$ cat src/common/prc_map.svh
`ifndef PRC_MAP_SVH
`define PRC_MAP_SVH
// ******************************
// register offsets
// ******************************
`define PRC_ADDR_PCC   8'h0C
`define PRC_ADDR_PRC   8'h0D
`define PRC_ADDR_LRC   8'h0E
`define PRC_ADDR_PIC   8'h0F
`define PRC_ADDR_GDV   8'h10
// ******************************
// reset values, strap bits low
// ******************************
`define PRC_RST_PCC    8'h32
`define PRC_RST_PRC    8'h60
`define PRC_RST_LRC    8'h88
`define PRC_RST_PIC    8'h00
`define PRC_RST_GDV    8'h00
`define PRC_RST_NONE   8'h00
// ******************************
// peripheral converter fields
// ******************************
`define PRC_PCC_FFF    7
`define PRC_PCC_UV_HI  6
`define PRC_PCC_UV_LO  5
`define PRC_PCC_SUP    4
`define PRC_PCC_LPEN   3
`define PRC_PCC_MDIS   2
`define PRC_PCC_MV_HI  1
`define PRC_PCC_MV_LO  0
// ******************************
// processor converter fields
// ******************************
`define PRC_PRC_OFF    7
`define PRC_PRC_CV_HI  6
`define PRC_PRC_CV_LO  4
`define PRC_PRC_LP_HI  3
`define PRC_PRC_LP_LO  2
`define PRC_PRC_VIB    1
`define PRC_PRC_CDIS   0
// ******************************
// linear regulator fields
// ******************************
`define PRC_LRC_L2EN   7
`define PRC_LRC_L2SO   6
`define PRC_LRC_L2_HI  5
`define PRC_LRC_L2_LO  4
`define PRC_LRC_L1EN   3
`define PRC_LRC_L1SO   2
`define PRC_LRC_L1_HI  1
`define PRC_LRC_L1_LO  0
// ******************************
// pin fields and strap timing
// ******************************
`define PRC_PIC_EDGE   4
`define PRC_PIC_MASK   0
`define PRC_GDV_DIR    4
`define PRC_GDV_VAL    0
`define PRC_STRAP_WAIT 2'h2
`endif

$ cat src/common/prc_pkg.sv
package prc_pkg;
  // ******************************
  // whole state of the bank
  // ******************************
  typedef struct packed {
    logic [7:0] pcc;
    logic [7:0] prc;
    logic [7:0] lrc;
    logic [7:0] pic;
    logic [3:0] gdir;
    logic [3:0] gval;
    logic       lp_s1;
    logic       lp_s2;
    logic       pm_s1;
    logic       pm_s2;
    logic       pc_s1;
    logic       pc_s2;
    logic [3:0] pin_s1;
    logic [3:0] pin_s2;
    logic [3:0] pin_d;
    logic [3:0] pend;
    logic [1:0] strap_cnt;
    logic       strap_done;
    logic [7:0] rdata;
    logic       rvalid;
    logic       fff;
    logic [1:0] uv_sel;
    logic [1:0] prail_sel;
    logic       prail_on;
    logic       prail_dis;
    logic [2:0] crail_sel;
    logic       crail_on;
    logic       crail_dis;
    logic       vibrator_driver_on;
    logic       wait_mode;
    logic       low_power;
    logic       l1_on;
    logic       l1_red;
    logic [1:0] l1_sel;
    logic       l2_on;
    logic       l2_red;
    logic [1:0] l2_sel;
    logic [3:0] pin_oe_n;
    logic       irq;
  } prc_state_t;
endpackage : prc_pkg

$ cat src/prc_regs.sv
`timescale 1ns/1ps
`include "prc_map.svh"
// Notes on behaviour
// - forced-fixed-frequency bit 1 keeps both converters in fixed PWM.
// - two-bit undervoltage threshold selects 2.5 to 3.25 V, default 01.
// - active low-power request enters wait or low power by supply select.
// - low-power pin enable 0 makes the request pin ignored.
// - peripheral discharge bit discharges the rail while it is off.
// - peripheral voltage field, low bit from strap, host may overwrite.
// - processor voltage field default from strap, 60h or 70h.
// - off-in-low-power bit disables processor rail in low power.
// - three-bit processor voltage code, host may overwrite.
// - low power uses code 0 plus low-power bits, normal code after.
// - vibrator bit drives the vibrator transistor on.
// - processor discharge in wait, or low power when rail is off.
// - regulator enable, full power normal, sleep-off bit in low power.
// - regulator voltage changes only while disabled; default 88h.
// - second regulator voltage codes 1.8 to 3.3 V, default 00.
// - first regulator default 00 is external divider setting.
// - edge bit picks falling or rising edge for input pin events.
// - mask bit 1 suppresses a pin event; masks reset to 0.
// - direction bit 0 input, 1 output; all reset to input.
// - output value 1 pulls pin low, 0 releases it.
// - input pins read their level; writes to those bits ignored.
module prc_regs
  import prc_pkg::*;
(
  // clock, reset, enable
  input  wire logic       clk_in,
  input  wire logic       reset_in,
  input  wire logic       ce_in,
  // register port from serial interface
  input  wire logic       wr_en_in,
  input  wire logic       rd_en_in,
  input  wire logic [7:0] addr_in,
  input  wire logic [7:0] wdata_in,
  output logic      [7:0] rdata_out,
  output logic            rvalid_out,
  // pins
  input  wire logic       low_power_request_pin_in,
  input  wire logic       peripheral_rail_strap_in,
  input  wire logic       processor_rail_strap_in,
  input  wire logic [3:0] pin_level_in,
  output logic      [3:0] pin_drive_out,
  output logic      [3:0] pin_oe_n_out,
  // pin event service
  input  wire logic [3:0] pin_irq_ack_in,
  output logic      [3:0] pin_irq_pending_out,
  output logic            pin_irq_out,
  // converter controls
  output logic            forced_fixed_frequency_out,
  output logic      [1:0] undervoltage_threshold_sel_out,
  output logic      [1:0] peripheral_rail_sel_out,
  output logic            peripheral_rail_on_out,
  output logic            peripheral_rail_discharge_out,
  output logic      [2:0] processor_rail_sel_out,
  output logic            processor_rail_on_out,
  output logic            processor_rail_discharge_out,
  output logic            vibrator_driver_on_out,
  output logic            wait_mode_out,
  output logic            low_power_mode_out,
  // regulator controls
  output logic            first_linear_regulator_on_out,
  output logic            first_linear_regulator_reduced_out,
  output logic      [1:0] first_regulator_voltage_sel_out,
  output logic            second_linear_regulator_on_out,
  output logic            second_linear_regulator_reduced_out,
  output logic      [1:0] second_regulator_voltage_sel_out
);

  // ******************************
  // reset state
  // ******************************
  localparam prc_state_t PRC_RESET = '{
    pcc:       `PRC_RST_PCC,
    prc:       `PRC_RST_PRC,
    lrc:       `PRC_RST_LRC,
    pic:       `PRC_RST_PIC,
    gdir:      4'h0,
    gval:      4'h0,
    uv_sel:    2'h1,
    prail_sel: 2'h2,
    prail_on:  1'b1,
    crail_sel: 3'h6,
    crail_on:  1'b1,
    l1_on:     1'b1,
    l2_on:     1'b1,
    pin_oe_n:  4'hF,
    default:   '0
  };

  prc_state_t s_reg;
  prc_state_t s_next;

  // ******************************
  // read decode
  // ******************************
  function automatic logic [7:0] prc_read(
    input logic [7:0] addr,
    input prc_state_t s
  );
    logic [3:0] vals;
    vals = (s.gdir & s.gval) | (~s.gdir & s.pin_s2);
    case (addr)
      `PRC_ADDR_PCC: prc_read = s.pcc;
      `PRC_ADDR_PRC: prc_read = s.prc;
      `PRC_ADDR_LRC: prc_read = s.lrc;
      `PRC_ADDR_PIC: prc_read = s.pic;
      `PRC_ADDR_GDV: prc_read = {s.gdir, vals};
      default:       prc_read = `PRC_RST_NONE;
    endcase
  endfunction : prc_read

  // ******************************
  // next state
  // ******************************
  always_comb begin
    logic       lp_act;
    logic       edge_hit;
    logic [3:0] dir_new;
    lp_act   = 1'b0;
    edge_hit = 1'b0;
    dir_new  = 4'h0;
    s_next   = s_reg;

    s_next.lp_s1  = low_power_request_pin_in;
    s_next.lp_s2  = s_reg.lp_s1;
    s_next.pm_s1  = peripheral_rail_strap_in;
    s_next.pm_s2  = s_reg.pm_s1;
    s_next.pc_s1  = processor_rail_strap_in;
    s_next.pc_s2  = s_reg.pc_s1;
    s_next.pin_s1 = pin_level_in;
    s_next.pin_s2 = s_reg.pin_s1;
    s_next.pin_d  = s_reg.pin_s2;

    if (!s_reg.strap_done) begin
      s_next.strap_cnt = s_reg.strap_cnt + 2'h1;
      if (s_reg.strap_cnt == `PRC_STRAP_WAIT) begin
        s_next.pcc[`PRC_PCC_MV_LO] = s_reg.pm_s2;
        s_next.prc[`PRC_PRC_CV_LO] = s_reg.pc_s2;
        s_next.strap_done          = 1'b1;
      end
    end else if (wr_en_in) begin
      case (addr_in)
        `PRC_ADDR_PCC: s_next.pcc = wdata_in;
        `PRC_ADDR_PRC: s_next.prc = wdata_in;
        `PRC_ADDR_LRC: begin
          s_next.lrc[`PRC_LRC_L2EN] = wdata_in[`PRC_LRC_L2EN];
          s_next.lrc[`PRC_LRC_L2SO] = wdata_in[`PRC_LRC_L2SO];
          s_next.lrc[`PRC_LRC_L1EN] = wdata_in[`PRC_LRC_L1EN];
          s_next.lrc[`PRC_LRC_L1SO] = wdata_in[`PRC_LRC_L1SO];
          if (!s_reg.lrc[`PRC_LRC_L2EN]) begin
            s_next.lrc[`PRC_LRC_L2_HI:`PRC_LRC_L2_LO] =
              wdata_in[`PRC_LRC_L2_HI:`PRC_LRC_L2_LO];
          end
          if (!s_reg.lrc[`PRC_LRC_L1EN]) begin
            s_next.lrc[`PRC_LRC_L1_HI:`PRC_LRC_L1_LO] =
              wdata_in[`PRC_LRC_L1_HI:`PRC_LRC_L1_LO];
          end
        end
        `PRC_ADDR_PIC: s_next.pic = wdata_in;
        `PRC_ADDR_GDV: begin
          dir_new     = wdata_in[`PRC_GDV_DIR +: 4];
          s_next.gdir = dir_new;
          s_next.gval = (dir_new & wdata_in[`PRC_GDV_VAL +: 4])
                      | (~dir_new & s_reg.gval);
        end
        default: s_next.pcc = s_reg.pcc;
      endcase
    end

    // edge events, set wins over ack
    for (int i = 0; i < 4; i++) begin
      edge_hit = s_reg.pic[`PRC_PIC_EDGE + i]
               ? (s_reg.pin_s2[i] & ~s_reg.pin_d[i])
               : (~s_reg.pin_s2[i] & s_reg.pin_d[i]);
      edge_hit = edge_hit & ~s_reg.gdir[i]
               & ~s_reg.pic[`PRC_PIC_MASK + i];
      s_next.pend[i] = edge_hit
                     | (s_reg.pend[i] & ~pin_irq_ack_in[i]);
    end
    s_next.irq = |s_next.pend;

    // read answer one cycle later
    s_next.rvalid = rd_en_in;
    if (rd_en_in) begin
      s_next.rdata = prc_read(addr_in, s_reg);
    end

    lp_act = s_next.lp_s2 & s_next.pcc[`PRC_PCC_LPEN];
    // wait or low power by supply select
    s_next.wait_mode = lp_act & ~s_next.pcc[`PRC_PCC_SUP];
    s_next.low_power = lp_act & s_next.pcc[`PRC_PCC_SUP];

    s_next.fff = s_next.pcc[`PRC_PCC_FFF];
    s_next.uv_sel = s_next.pcc[`PRC_PCC_UV_HI:`PRC_PCC_UV_LO];
    s_next.prail_sel = s_next.pcc[`PRC_PCC_MV_HI:`PRC_PCC_MV_LO];
    s_next.prail_on  = ~s_next.wait_mode;
    s_next.prail_dis = s_next.pcc[`PRC_PCC_MDIS] & s_next.wait_mode;

    // processor rail off in wait, or in low power when the off bit is set
    s_next.crail_on = ~s_next.wait_mode
      & ~(s_next.low_power & s_next.prc[`PRC_PRC_OFF]);
    if (s_next.low_power) begin
      s_next.crail_sel =
        {1'b0, s_next.prc[`PRC_PRC_LP_HI:`PRC_PRC_LP_LO]};
    end else begin
      s_next.crail_sel = s_next.prc[`PRC_PRC_CV_HI:`PRC_PRC_CV_LO];
    end
    s_next.crail_dis = s_next.prc[`PRC_PRC_CDIS]
      & (s_next.wait_mode
         | (s_next.low_power & s_next.prc[`PRC_PRC_OFF]));
    s_next.vibrator_driver_on = s_next.prc[`PRC_PRC_VIB];

    s_next.l1_on  = s_next.lrc[`PRC_LRC_L1EN]
      & ~(s_next.low_power & s_next.lrc[`PRC_LRC_L1SO]);
    s_next.l1_red = s_next.lrc[`PRC_LRC_L1EN] & s_next.low_power
      & ~s_next.lrc[`PRC_LRC_L1SO];
    s_next.l2_on  = s_next.lrc[`PRC_LRC_L2EN]
      & ~(s_next.low_power & s_next.lrc[`PRC_LRC_L2SO]);
    s_next.l2_red = s_next.lrc[`PRC_LRC_L2EN] & s_next.low_power
      & ~s_next.lrc[`PRC_LRC_L2SO];
    s_next.l1_sel = s_next.lrc[`PRC_LRC_L1_HI:`PRC_LRC_L1_LO];
    s_next.l2_sel = s_next.lrc[`PRC_LRC_L2_HI:`PRC_LRC_L2_LO];

    s_next.pin_oe_n = ~(s_next.gdir & s_next.gval);
  end

  // ******************************
  // state register
  // ******************************
  always_ff @(posedge clk_in) begin
    if (reset_in) begin
      s_reg <= PRC_RESET;
    end else if (ce_in) begin
      s_reg <= s_next;
    end
  end

  // ******************************
  // outputs
  // ******************************
  assign rdata_out                      = s_reg.rdata;
  assign rvalid_out                     = s_reg.rvalid;
  assign pin_drive_out                  = 4'h0;
  assign pin_oe_n_out                   = s_reg.pin_oe_n;
  assign pin_irq_pending_out            = s_reg.pend;
  assign pin_irq_out                    = s_reg.irq;
  assign forced_fixed_frequency_out     = s_reg.fff;
  assign undervoltage_threshold_sel_out = s_reg.uv_sel;
  assign peripheral_rail_sel_out        = s_reg.prail_sel;
  assign peripheral_rail_on_out         = s_reg.prail_on;
  assign peripheral_rail_discharge_out  = s_reg.prail_dis;
  assign processor_rail_sel_out         = s_reg.crail_sel;
  assign processor_rail_on_out          = s_reg.crail_on;
  assign processor_rail_discharge_out   = s_reg.crail_dis;
  assign vibrator_driver_on_out         = s_reg.vibrator_driver_on;
  assign wait_mode_out                  = s_reg.wait_mode;
  assign low_power_mode_out             = s_reg.low_power;
  assign first_linear_regulator_on_out  = s_reg.l1_on;
  assign first_linear_regulator_reduced_out  = s_reg.l1_red;
  assign first_regulator_voltage_sel_out     = s_reg.l1_sel;
  assign second_linear_regulator_on_out      = s_reg.l2_on;
  assign second_linear_regulator_reduced_out = s_reg.l2_red;
  assign second_regulator_voltage_sel_out    = s_reg.l2_sel;

  // ******************************
  // checks
  // ******************************
  a_fff_write: assert property (
    @(posedge clk_in) disable iff (reset_in)
    (ce_in && wr_en_in && s_reg.strap_done
     && addr_in == `PRC_ADDR_PCC)
    |=> forced_fixed_frequency_out == $past(wdata_in[`PRC_PCC_FFF]))
    else $error("fixed frequency output missed write");

  a_uv_write: assert property (
    @(posedge clk_in) disable iff (reset_in)
    (ce_in && wr_en_in && s_reg.strap_done
     && addr_in == `PRC_ADDR_PCC)
    |=> undervoltage_threshold_sel_out
        == $past(wdata_in[`PRC_PCC_UV_HI:`PRC_PCC_UV_LO]))
    else $error("threshold output missed write");

  a_mode_excl: assert property (
    @(posedge clk_in) disable iff (reset_in)
    !(wait_mode_out && low_power_mode_out)
    && (peripheral_rail_on_out == !wait_mode_out))
    else $error("wait and low power overlap");

  a_lp_gate: assert property (
    @(posedge clk_in) disable iff (reset_in)
    (wait_mode_out || low_power_mode_out)
    |-> s_reg.pcc[`PRC_PCC_LPEN] && s_reg.lp_s2)
    else $error("low power mode without enable");

  a_lp_code: assert property (
    @(posedge clk_in) disable iff (reset_in)
    low_power_mode_out |-> processor_rail_sel_out
      == {1'b0, s_reg.prc[`PRC_PRC_LP_HI:`PRC_PRC_LP_LO]})
    else $error("low power code wrong");

  a_core_dis: assert property (
    @(posedge clk_in) disable iff (reset_in)
    processor_rail_discharge_out
    |-> !processor_rail_on_out && s_reg.prc[`PRC_PRC_CDIS])
    else $error("discharge while rail on");

  a_ldo_sleep: assert property (
    @(posedge clk_in) disable iff (reset_in)
    (low_power_mode_out && s_reg.lrc[`PRC_LRC_L1SO])
    |-> !first_linear_regulator_on_out)
    else $error("regulator on in low power");

  a_mask_event: assert property (
    @(posedge clk_in) disable iff (reset_in)
    (s_reg.pend[0] && !$past(s_reg.pend[0]))
    |-> !$past(s_reg.pic[`PRC_PIC_MASK]))
    else $error("masked pin raised event");

  a_input_ign: assert property (
    @(posedge clk_in) disable iff (reset_in)
    (ce_in && wr_en_in && s_reg.strap_done && !wdata_in[`PRC_GDV_DIR]
     && addr_in == `PRC_ADDR_GDV)
    |=> s_reg.gval[0] == $past(s_reg.gval[0]))
    else $error("input value bit was written");

  a_strap_load: assert property (
    @(posedge clk_in) disable iff (reset_in)
    $rose(s_reg.strap_done)
    |-> s_reg.prc[`PRC_PRC_CV_LO] == $past(s_reg.pc_s2))
    else $error("strap not loaded");

endmodule : prc_regs

$ cat config.mk
export PLATFORM = sky130hd
export DESIGN_NAME = prc_regs
export DESIGN_NICKNAME = d
export VERILOG_FILES = /design/src/common/prc_pkg.sv /design/src/prc_regs.sv
export VERILOG_INCLUDE_DIRS = /design/src /design/src/common
export SDC_FILE = /design/constraint.sdc
export NUM_CORES = 1
export LEC_CHECK = 0
export CORE_MARGIN = 3
export CORE_UTILIZATION = 55
export CTS_BUF_LIST = sky130_fd_sc_hd__clkbuf_16
export DETAILED_ROUTE_END_ITERATION = 6
export DONT_BUFFER_PORTS = 1
export HOLD_SLACK_MARGIN = 0.15
export PLACE_DENSITY = 0.7
export SLEW_MARGIN = 20
export SYNTH_ARGS = -nofsm -noshare
export SYNTH_HDL_FRONTEND = slang
export SYNTH_SLANG_ARGS = --single-unit
$ cat constraint.sdc
create_clock -name clk_in -period 4.9 [get_ports clk_in]
set_input_delay 0.735 -clock clk_in [delete_from_list [all_inputs] [get_ports clk_in]]
set_output_delay 0.735 -clock clk_in [all_outputs]
set_load 0.02 [all_outputs]
==> results of run 1 <==
## layer usage
layer,global-route usage,vias to the layer above,wire length [microns],share of wire
li1,-,1720,-,-
met1,0.327,1719,4730,0.41
met2,0.402,175,5260,0.45
met3,0.0696,41,1090,0.094
met4,0.129,0,486,0.042
met5,0,-,0,0
## placed cells by master (no fill, tap or decap), types with 5 or more instances in the layout
cell        n
a311oi_1    5
nand3_1    46
dfxtp_1    91
mux2i_1    49
nor2b_1     6
o21ai_1     7
nor2_1     63
o21ai_0    15
clkbuf_16   9
nand2_1    50
a211oi_1    9
a21oi_1    38
inv_1       9
## power breakdown
part	switching (mW)	internal, mW
Sequential	0.0310	0.761
Combinational	0.0414	0.0379
Clock	0.292	0.446
## how the worst max path moves through the flow
stage,cells past startpoint,end
3_3_place_gp,5,second_linear_regulator_reduced_out$_SDFFE_PP0P_
2_1_floorplan,6,processor_rail_sel_out[0]$_SDFFE_PP0P_
6_report,5,second_linear_regulator_reduced_out$_SDFFE_PP0P_
3_5_place_dp,5,second_linear_regulator_reduced_out$_SDFFE_PP0P_
5_1_grt,5,processor_rail_on_out$_SDFFE_PP1P_
4_1_cts,5,second_linear_regulator_reduced_out$_SDFFE_PP0P_
## cell type report
| cell class | instances | area [sq um] |
|---|---|---|
| fill | 711 | 3220 |
| sequential | 91 | 1820 |
| inverter | 9 | 33.8 |
| clock inverter | 6 | 90.1 |
| tap | 102 | 128 |
| multi-input combinational | 358 | 2220 |
| clock buffer | 9 | 225 |
| timing repair buffer | 3 | 22.5 |
## worst max-delay path: stages
cell      delay [ns]
and4bb_1        0.75
and3_1          0.51
a41oi_4         0.26
or4b_1          0.52
a21oi_1         0.15
## per-stage QoR
stage          cell area (sq um)  hold slack (ns)  cells
2_1_floorplan               4450            0.442    523
4_1_cts                     4540            0.458    578
3_5_place_dp                4230            0.476    563
6_report                    4540            0.471    578
3_3_place_gp                4230            0.458    563
5_1_grt                     4540            0.459    578
## cells by family (layout without fill, tap and decap cells)
group,Yosys count,in the layout,share of synthesized area
other,1,4,0.000845
AND/OR/NAND/NOR,199,199,0.215
flip-flops,91,91,0.411
buffers and inverters,74,27,0.0922
adder cells (fa/ha/maj),1,1,0.00282
XOR/XNOR,1,1,0.00197
multiplexers,55,55,0.129
AO/OA/AOI/OAI,98,98,0.147
==> qor.yml, run 1 <==
die:
  fp.coreArea_sq_um: 7770
  initial_core_util: 0.571
  num_io_pins: 77
  die_height_microns: 95.8
  core.rowCount: 32
  dieArea_sq_um: 9180
  die_x_microns: 95.8
outcome:
  status: "complete, no violations"
clocking:
  cts-resized-gates: 0
  cts_setup_buffers: 0
  cts_max_level: 3
  cts.sinks: 91
  path_clk_slew_ns: 0.07
  numCtsBuffers: 9
  tritoncts: "done"
  cts_hold_buf: 0
  clock_tree.root_cell: "clkbuf_16"
  worstSkewPairLatency_ns: 0.34
  cts_buffer_depth: 2
worst_setup_path:
  crit_path_start_kind: "input pin"
  critPathKind: "in -> reg"
  path_max_fanout: 21
  crit_start: "addr_in[4]"
  r2r_end: "second_linear_regulator_reduced_out$_SDFFE_PP0P_"
  crit_arrival_ns: 2.93
  r2r_start: "s_reg[37]$_SDFFE_PP0P_"
  r2r_slack_ns: 2.60
  crit_path_end_kind: "flop"
  r2r_cells: 5
  required_ns: 5.17
route:
  ant_nets: 0
  drtPass1Iterations: 5
  num_vias: 3655
  viasPerCell: 6.32
  drt_iter0_markers: 278
  wire_per_inst_microns: 20.0
  routed_wl_mm: 11.6
  drc: 0
sta:
  slew_headroom: 0.301
  hold_viol_final: 0
  finalCriticalPeriod_ns: 2.66
  setup_viol: 0
  tns_ns: 0
  tightest_slew_ns: 1.05
  fmax_mhz: 376
  final-max-slew-violation-count: 0
  rsz0062_at_grt: "no"
  finClkSkew_ns: 0.00765
  worst_slack_ns: 2.24
  fin_crit_sh: 0.542
worst_hold_path:
  min-delay-path-class: "in -> reg"
  whs_endpoint: "s_reg[89]$_SDFFE_PP0P_"
  worstHoldPathCells: 1
  worstHoldStart: "reset_in"
synth:
  synthArstFlopShare: 0
  ys_types: 57
  synth_area_per_cell_sq_um: 8.53
  synth_cells: 520
  synth_top_area_frac: 0.411
  yosysTopAreaCell: "dfxtp_1"
  synthTopCellsByArea: "dfxtp_1 41%, mux2i_1 11%, buf_4 5.6%"
  synthTopCellsByCount: "91 x dfxtp_1, 63 x nor2_1, 50 x nand2_1"
  synth_seq_area_share: 0.411
  netlist_area_sq_um: 4440
  synth-edff-count: 0
  ys_ff_latch: 91
  synth_warnings: 0
  synth_ff_type: "dfxtp_1"
  yosysMostFrequentCell: "dfxtp_1"
global_route:
  grt_max_degree: 86
  antenna_found_initial: 0
  grt_usage: 0.257
  grt_overflow_total: 0
  grt_pass1_wl_mm: 17.9
  grt_pass1_vias: 3397
finish:
  layout.nets: 505
  syn_to_final_growth_pct: 2.43
  drive_gt1_frac: 0.0630
  antenna_cells: 0
  fin_util: 0.585
  largest_register_ff_count: 49
placement:
  pre_cts_slack_ns: 1.96
  place_congestion: 0.857
  place_hpwl_mm: 7.92
  io_buffers: 0
power_and_ir_drop:
  finalPower_mw: 1.61
  p_leak_nw: 1.75
  power_density_nw_per_um2: 354
  worst_ir_drop_vdd_mv: 0.158
job:
  drv_cap: 0
Power figures use the tool's default switching activity.
==> inputs of run 2 (changes only) <==
ABC_AREA = 1   (was unset)
clock period = 2.6 ns   (was 4.9 ns; I/O delays follow)
==> run 2 against run 1 <==
  * Worst hold slack got worse by 0.32 ns
  * Via count increased by 5.6%
  * Final cell count increased by 19%
  * Clock power increased by 75%
  * Non-clock buffer count increased by 1
  * Die area increased by 1.2%
  * Critical path type is now reg -> reg
  * Critical endpoint is now s_reg[78]$_SDFFE_PP0P_
  * Largest cell class unchanged
==> qor.yml, run 2 <==
outcome:
  status: "complete, no violations"
finish:
  syn_to_final_growth_pct: 2.95
  layout_common_cells: "98 x nand2_1, 91 x dfxtp_1, 76 x o21ai_0, 71 x inv_1, 58 x a21oi_1"
  layout.nets: 616
  antenna_cells: 0
  final_common_cell: "nand2_1"
  largest_register_ff_count: 49
  drive_gt1_frac: 0.0901
synth:
  yosysTopAreaCell: "dfxtp_1"
  netlist_area_sq_um: 4490
  synthXorXnorAreaFrac: 0
  yosysMostFrequentCell: "nand2_1"
  synth_top_family_by_area: "simple AND/OR/NAND/NOR gates"
  synthArstFlopShare: 0
  synth_warnings: 0
  synth_area_per_cell_sq_um: 7.25
  ys_types: 35
  ys_ff_latch: 91
  synthAdderAreaFrac: 0.00278
  synthTopCellsByArea: "dfxtp_1 41%, o21ai_0 8.5%, nand2_1 8.2%"
  synth_top_area_frac: 0.405
  synthMuxAreaShare: 0
  synth_cells: 620
  synth-edff-count: 0
  synthTopCellsByCount: "98 x nand2_1, 91 x dfxtp_1, 76 x o21ai_0"
  synth_simple_gate_area_frac: 0.230
  synth_ff_type: "dfxtp_1"
  synth_compound_area_frac: 0.220
  synth_seq_area_share: 0.405
clocking:
  cts_max_level: 3
  worstSkewPairLatency_ns: 0.34
  tritoncts: "done"
  cts-resized-gates: 0
  cts.sinks: 91
  cts_hold_buf: 2
  clock_tree.root_cell: "clkbuf_16"
  cts_setup_buffers: 0
  path_clk_slew_ns: 0.06
  numCtsBuffers: 9
  cts_buffer_depth: 2
placement:
  place_congestion: 0.928
  place_hpwl_mm: 8.17
  pre_cts_slack_ns: 0.848
  io_buffers: 0
global_route:
  grt_overflow_total: 0
  grt_max_degree: 57
  antenna_found_initial: 0
  grt_usage: 0.260
  grt_pass1_wl_mm: 18.3
  grt_pass1_vias: 3516
route:
  viasPerCell: 5.60
  drtPass1Iterations: 5
  ant_nets: 0
  num_vias: 3861
  drc: 0
  drt_iter0_markers: 297
  routed_wl_mm: 11.6
  wire_per_inst_microns: 16.8
sta:
  fmax_mhz: 567
  finClkSkew_ns: 0.00576
  fin_crit_sh: 0.678
  worst_slack_ns: 0.836
  tightest_slew_ns: 1.08
  tns_ns: 0
  setup_viol: 0
  slew_headroom: 0.278
  finalCriticalPeriod_ns: 1.76
  final-max-slew-violation-count: 0
  rsz0062_at_grt: "no"
  hold_viol_final: 0
die:
  fp.coreArea_sq_um: 7850
  dieArea_sq_um: 9290
  initial_core_util: 0.573
  die_height_microns: 96.4
  die_x_microns: 96.4
  core.rowCount: 32
  num_io_pins: 77
power_and_ir_drop:
  worst_ir_drop_vdd_mv: 0.341
  p_leak_nw: 1.85
  power_density_nw_per_um2: 651
worst_setup_path:
  crit_path_end_kind: "flop"
  critPathKind: "reg -> reg"
  crit_arrival_ns: 1.99
  cp_num_buf_inv: 1
  critical_path.top_delay_family: "simple AND/OR/NAND/NOR gates"
  crit_path_start_kind: "flop"
  cp_common_cell: "nand2_1"
  slowest_delay_ns: 0.40
  required_ns: 2.83
  cp_cell_sequence: "nand2_1 > nor2_1 > nand3_1 > inv_1 > nand2_1 > o21ai_0 > a21oi_1"
  slowest_stage: "dfxtp_1"
  path_max_fanout: 5
job:
  drv_cap: 0
worst_hold_path:
  min-delay-path-class: "in -> reg"
==> run 2: cell count changes after synthesis, moves of 12 or more <==
cell,before,now
nand3_1,46,29
a21oi_1,38,58
inv_1,9,71
o21ai_0,15,76
mux2i_1,49,0
nor2_1,63,51
nand2_1,50,98
==> run 2: metal layers <==
metal  up-vias  GRT usage  wire length, microns
met5         -          0                     0
met4         0     0.0888                   298
met3        29     0.0589                  1080
met2       158      0.401                  5090
met1      1735      0.358                  5120
li1       1939          -                     -
==> run 2: power by group <==
part / switching, mW / internal (mW) / leakage (nW)
logic: 0.149 / 0.0684 / 0.962
registers: 0.0553 / 1.45 / 0.744
clock network: 0.550 / 0.742 / 0.143
==> run 2: kinds of logic (layout without fill, tap and decap cells) <==
kind of cell             after synthesis  after routing
AO/OA/AOI/OAI                        179            179
adder cells (fa/ha/maj)                1              1
buffers and inverters                134             99
flip-flops                            91             91
other                                  1              4
AND/OR/NAND/NOR                      214            214
==> run 2: path summary, 6_finish.rpt <==
check                           slack (ns)                   start                     end  cells after the start
worst max register to register        0.84  s_reg[37]$_SDFFE_PP0P_  s_reg[78]$_SDFFE_PP0P_                      7
worst min register to register        0.48  s_reg[89]$_SDFFE_PP0P_  s_reg[89]$_SDFFE_PP0P_                      2
worst max-delay path                  0.84  s_reg[37]$_SDFFE_PP0P_  s_reg[78]$_SDFFE_PP0P_                      7
worst min-delay path                  0.16                reset_in  s_reg[92]$_SDFFE_PP1P_                      2
==> run 2: layout make-up <==
class                      instances  area (sq um)
clock inverter                     7          67.6
timing repair buffer               4          35.0
sequential                        91          1820
multi-input combinational        398          2050
clock buffer                       9           225
fill                             746          3220
inverter                          79           297
tap                              102           128
==> run 2: through the flow <==
step | hold WS, ns | instances | power, mW | area, sq um | utilization
3_5_place_dp | 0.460 | 672 | 1.74 | 4310 | 0.550
3_3_place_gp | 0.452 | 672 | 1.73 | 4310 | 0.550
6_report | 0.156 | 690 | 3.01 | 4630 | 0.589
2_1_floorplan | 0.439 | 623 | 1.73 | 4500 | -
4_1_cts | 0.150 | 690 | 3.02 | 4630 | 0.589
5_1_grt | 0.164 | 690 | 3.11 | 4630 | 0.589
==> run 2: worst register-to-register path: stages, from the launching register on <==
cell and delay [ns]:
dfxtp_1 0.40, nand2_1 0.16, nor2_1 0.33, nand3_1 0.26
inv_1 0.16, nand2_1 0.11, o21ai_0 0.18, a21oi_1 0.06
==> inputs of run 3 (changes only) <==
ABC_AREA = 0   (was 1)
clock period = 1.8 ns   (was 2.6 ns; I/O delays follow)
==> run 3 against run 2 <==
  * Cell area grew 10%
  * Combinational power rose by 75%
  * Largest cell class unchanged
  * Highest routed layer unchanged
  * Clock power is 47% higher
  * Worst hold slack got worse by 0.0033 ns
  * Register-to-register slack lost 0.80 ns
  * Critical path type unchanged
==> qor.yml, run 3 (synthesized netlist as in run 1, its figures left out) <==
worst_setup_path:
  r2r_start: "s_reg[38]$_SDFFE_PP0P_"
  required_ns: 2.06
  crit_arrival_ns: 2.03
  r2r_end: "processor_rail_sel_out[0]$_SDFFE_PP0P_"
  critPathKind: "reg -> reg"
  path_max_fanout: 3
  crit_start: "s_reg[38]$_SDFFE_PP0P_"
  r2r_slack_ns: 0.03
  critPathCapture: "processor_rail_sel_out[0]$_SDFFE_PP0P_"
  crit_path_start_kind: "flop"
  crit_path_end_kind: "flop"
  r2r_cells: 7
placement:
  io_buffers: 0
  pre_cts_slack_ns: -0.138
  dp_cells: 588
  place_congestion: 0.932
  placed_area_sq_um: 4420
  place_hpwl_mm: 8.20
die:
  die_x_microns: 95.8
  num_io_pins: 77
  initial_core_util: 0.571
  core.rowCount: 32
  die_height_microns: 95.8
  fp.coreArea_sq_um: 7770
  dieArea_sq_um: 9180
finish:
  fillerInstances: 652
  fin_area_sq_um: 5090
  finalNonFillerCells: 636
  drive_gt1_frac: 0.131
  syn_to_final_growth_pct: 14.8
  final_common_cell: "dfxtp_1"
  fin_util: 0.656
  largest_register_ff_count: 49
  layout_common_cells: "88 x dfxtp_1, 63 x nor2_1, 50 x nand2_1, 49 x mux2i_1, 45 x nand3_1"
  layout.nets: 562
  antenna_cells: 0
clocking:
  cts.sinks: 91
  tritoncts: "done"
  cts_buffer_depth: 2
  path_clk_slew_ns: 0.07
  clock_tree.root_cell: "clkbuf_16"
  worstSkewPairLatency_ns: 0.34
  numCtsBuffers: 9
  cts_max_level: 3
route:
  drtPass1Iterations: 5
  wire_per_inst_microns: 20.5
  viasPerCell: 6.21
  ant_nets: 0
  drc: 0
  routed_wl_mm: 13.0
  drt_iter0_markers: 292
  num_vias: 3950
global_route:
  grt_pass1_vias: 3658
  grt_pass1_wl_mm: 19.7
  grt_overflow_total: 0
  grt_usage: 0.289
  antenna_found_initial: 0
  grt_max_degree: 70
sta:
  finClkSkew_ns: 0.00761
  hold_ws_ns: 0.152
  fin_crit_sh: 0.981
  final-max-slew-violation-count: 0
  tns_ns: 0
  setup_viol: 0
  rsz0062_at_grt: "yes"
  slew_headroom: 0.604
  tightest_slew_ns: 0.585
  fmax_mhz: 566
  hold_viol_final: 0
  worst_slack_ns: 0.0343
  finalCriticalPeriod_ns: 1.77
power_and_ir_drop:
  p_leak_nw: 2.06
  finalPower_mw: 4.43
  power_density_nw_per_um2: 870
  worst_ir_drop_vdd_mv: 0.481
job:
  drv_cap: 0
worst_hold_path:
  min-delay-path-class: "in -> reg"
outcome:
  status: "complete, no violations"
## run 3: final cells by class
type / instances / area, sq um / area share
tap: 102 / 128 / 0.0250
timing repair buffer: 60 / 554 / 0.109
sequential: 91 / 1830 / 0.358
multi-input combinational: 358 / 2250 / 0.442
clock inverter: 7 / 75.1 / 0.0147
clock buffer: 9 / 225 / 0.0442
inverter: 9 / 33.8 / 0.00663
## run 3: critical path: stages (launching register included)
cell,delay [ns]
dfxtp_2,0.32
inv_1,0.05
ha_2,0.18
nor2b_4,0.15
nor3_1,0.05
or4_4,0.48
mux2_4,0.30
o31ai_4,0.16
## run 3: repair_timing
| item | 4_1_cts | 5_1_grt |
|---|---|---|
| hold buffers | 29 | 0 |
| endpoints found under the hold margin | 90 | 0 |
| pin swaps | 0 | 1 |
| buffers inserted | 1 | 2 |
| setup endpoints to repair | 4 | 7 |
| gates resized for setup | 5 | 7 |
## run 3: per-layer routing
metal  part of all wire  vias up  global-route usage
met2               0.46      219               0.463
met5                  0        -                   0
met4              0.034        0               0.128
met1               0.40     1859               0.362
met3              0.097       40              0.0782
li1                   -     1832                   -
## run 3: worst min path at each step
stage                start                                               end  slack, ns  cells past startpoint
6_report       wdata_in[1]                      pin_oe_n_out[1]$_SDFFE_PP1P_       0.15                      2
3_3_place_gp      reset_in                           s_reg[100]$_SDFFE_PP0P_       0.35                      1
2_1_floorplan  wdata_in[0]                            s_reg[78]$_SDFFE_PP0P_       0.41                      2
5_1_grt        wdata_in[0]                      pin_oe_n_out[0]$_SDFFE_PP1P_       0.17                      2
4_1_cts              ce_in                            s_reg[94]$_SDFFE_PP0P_       0.15                      2
3_5_place_dp      reset_in  second_linear_regulator_reduced_out$_SDFFE_PP0P_       0.35                      1
## run 3: where the power goes
group / internal (mW) / switching (mW)
logic: 0.182 / 0.197
clock network: 1.08 / 0.820
registers: 2.07 / 0.0800
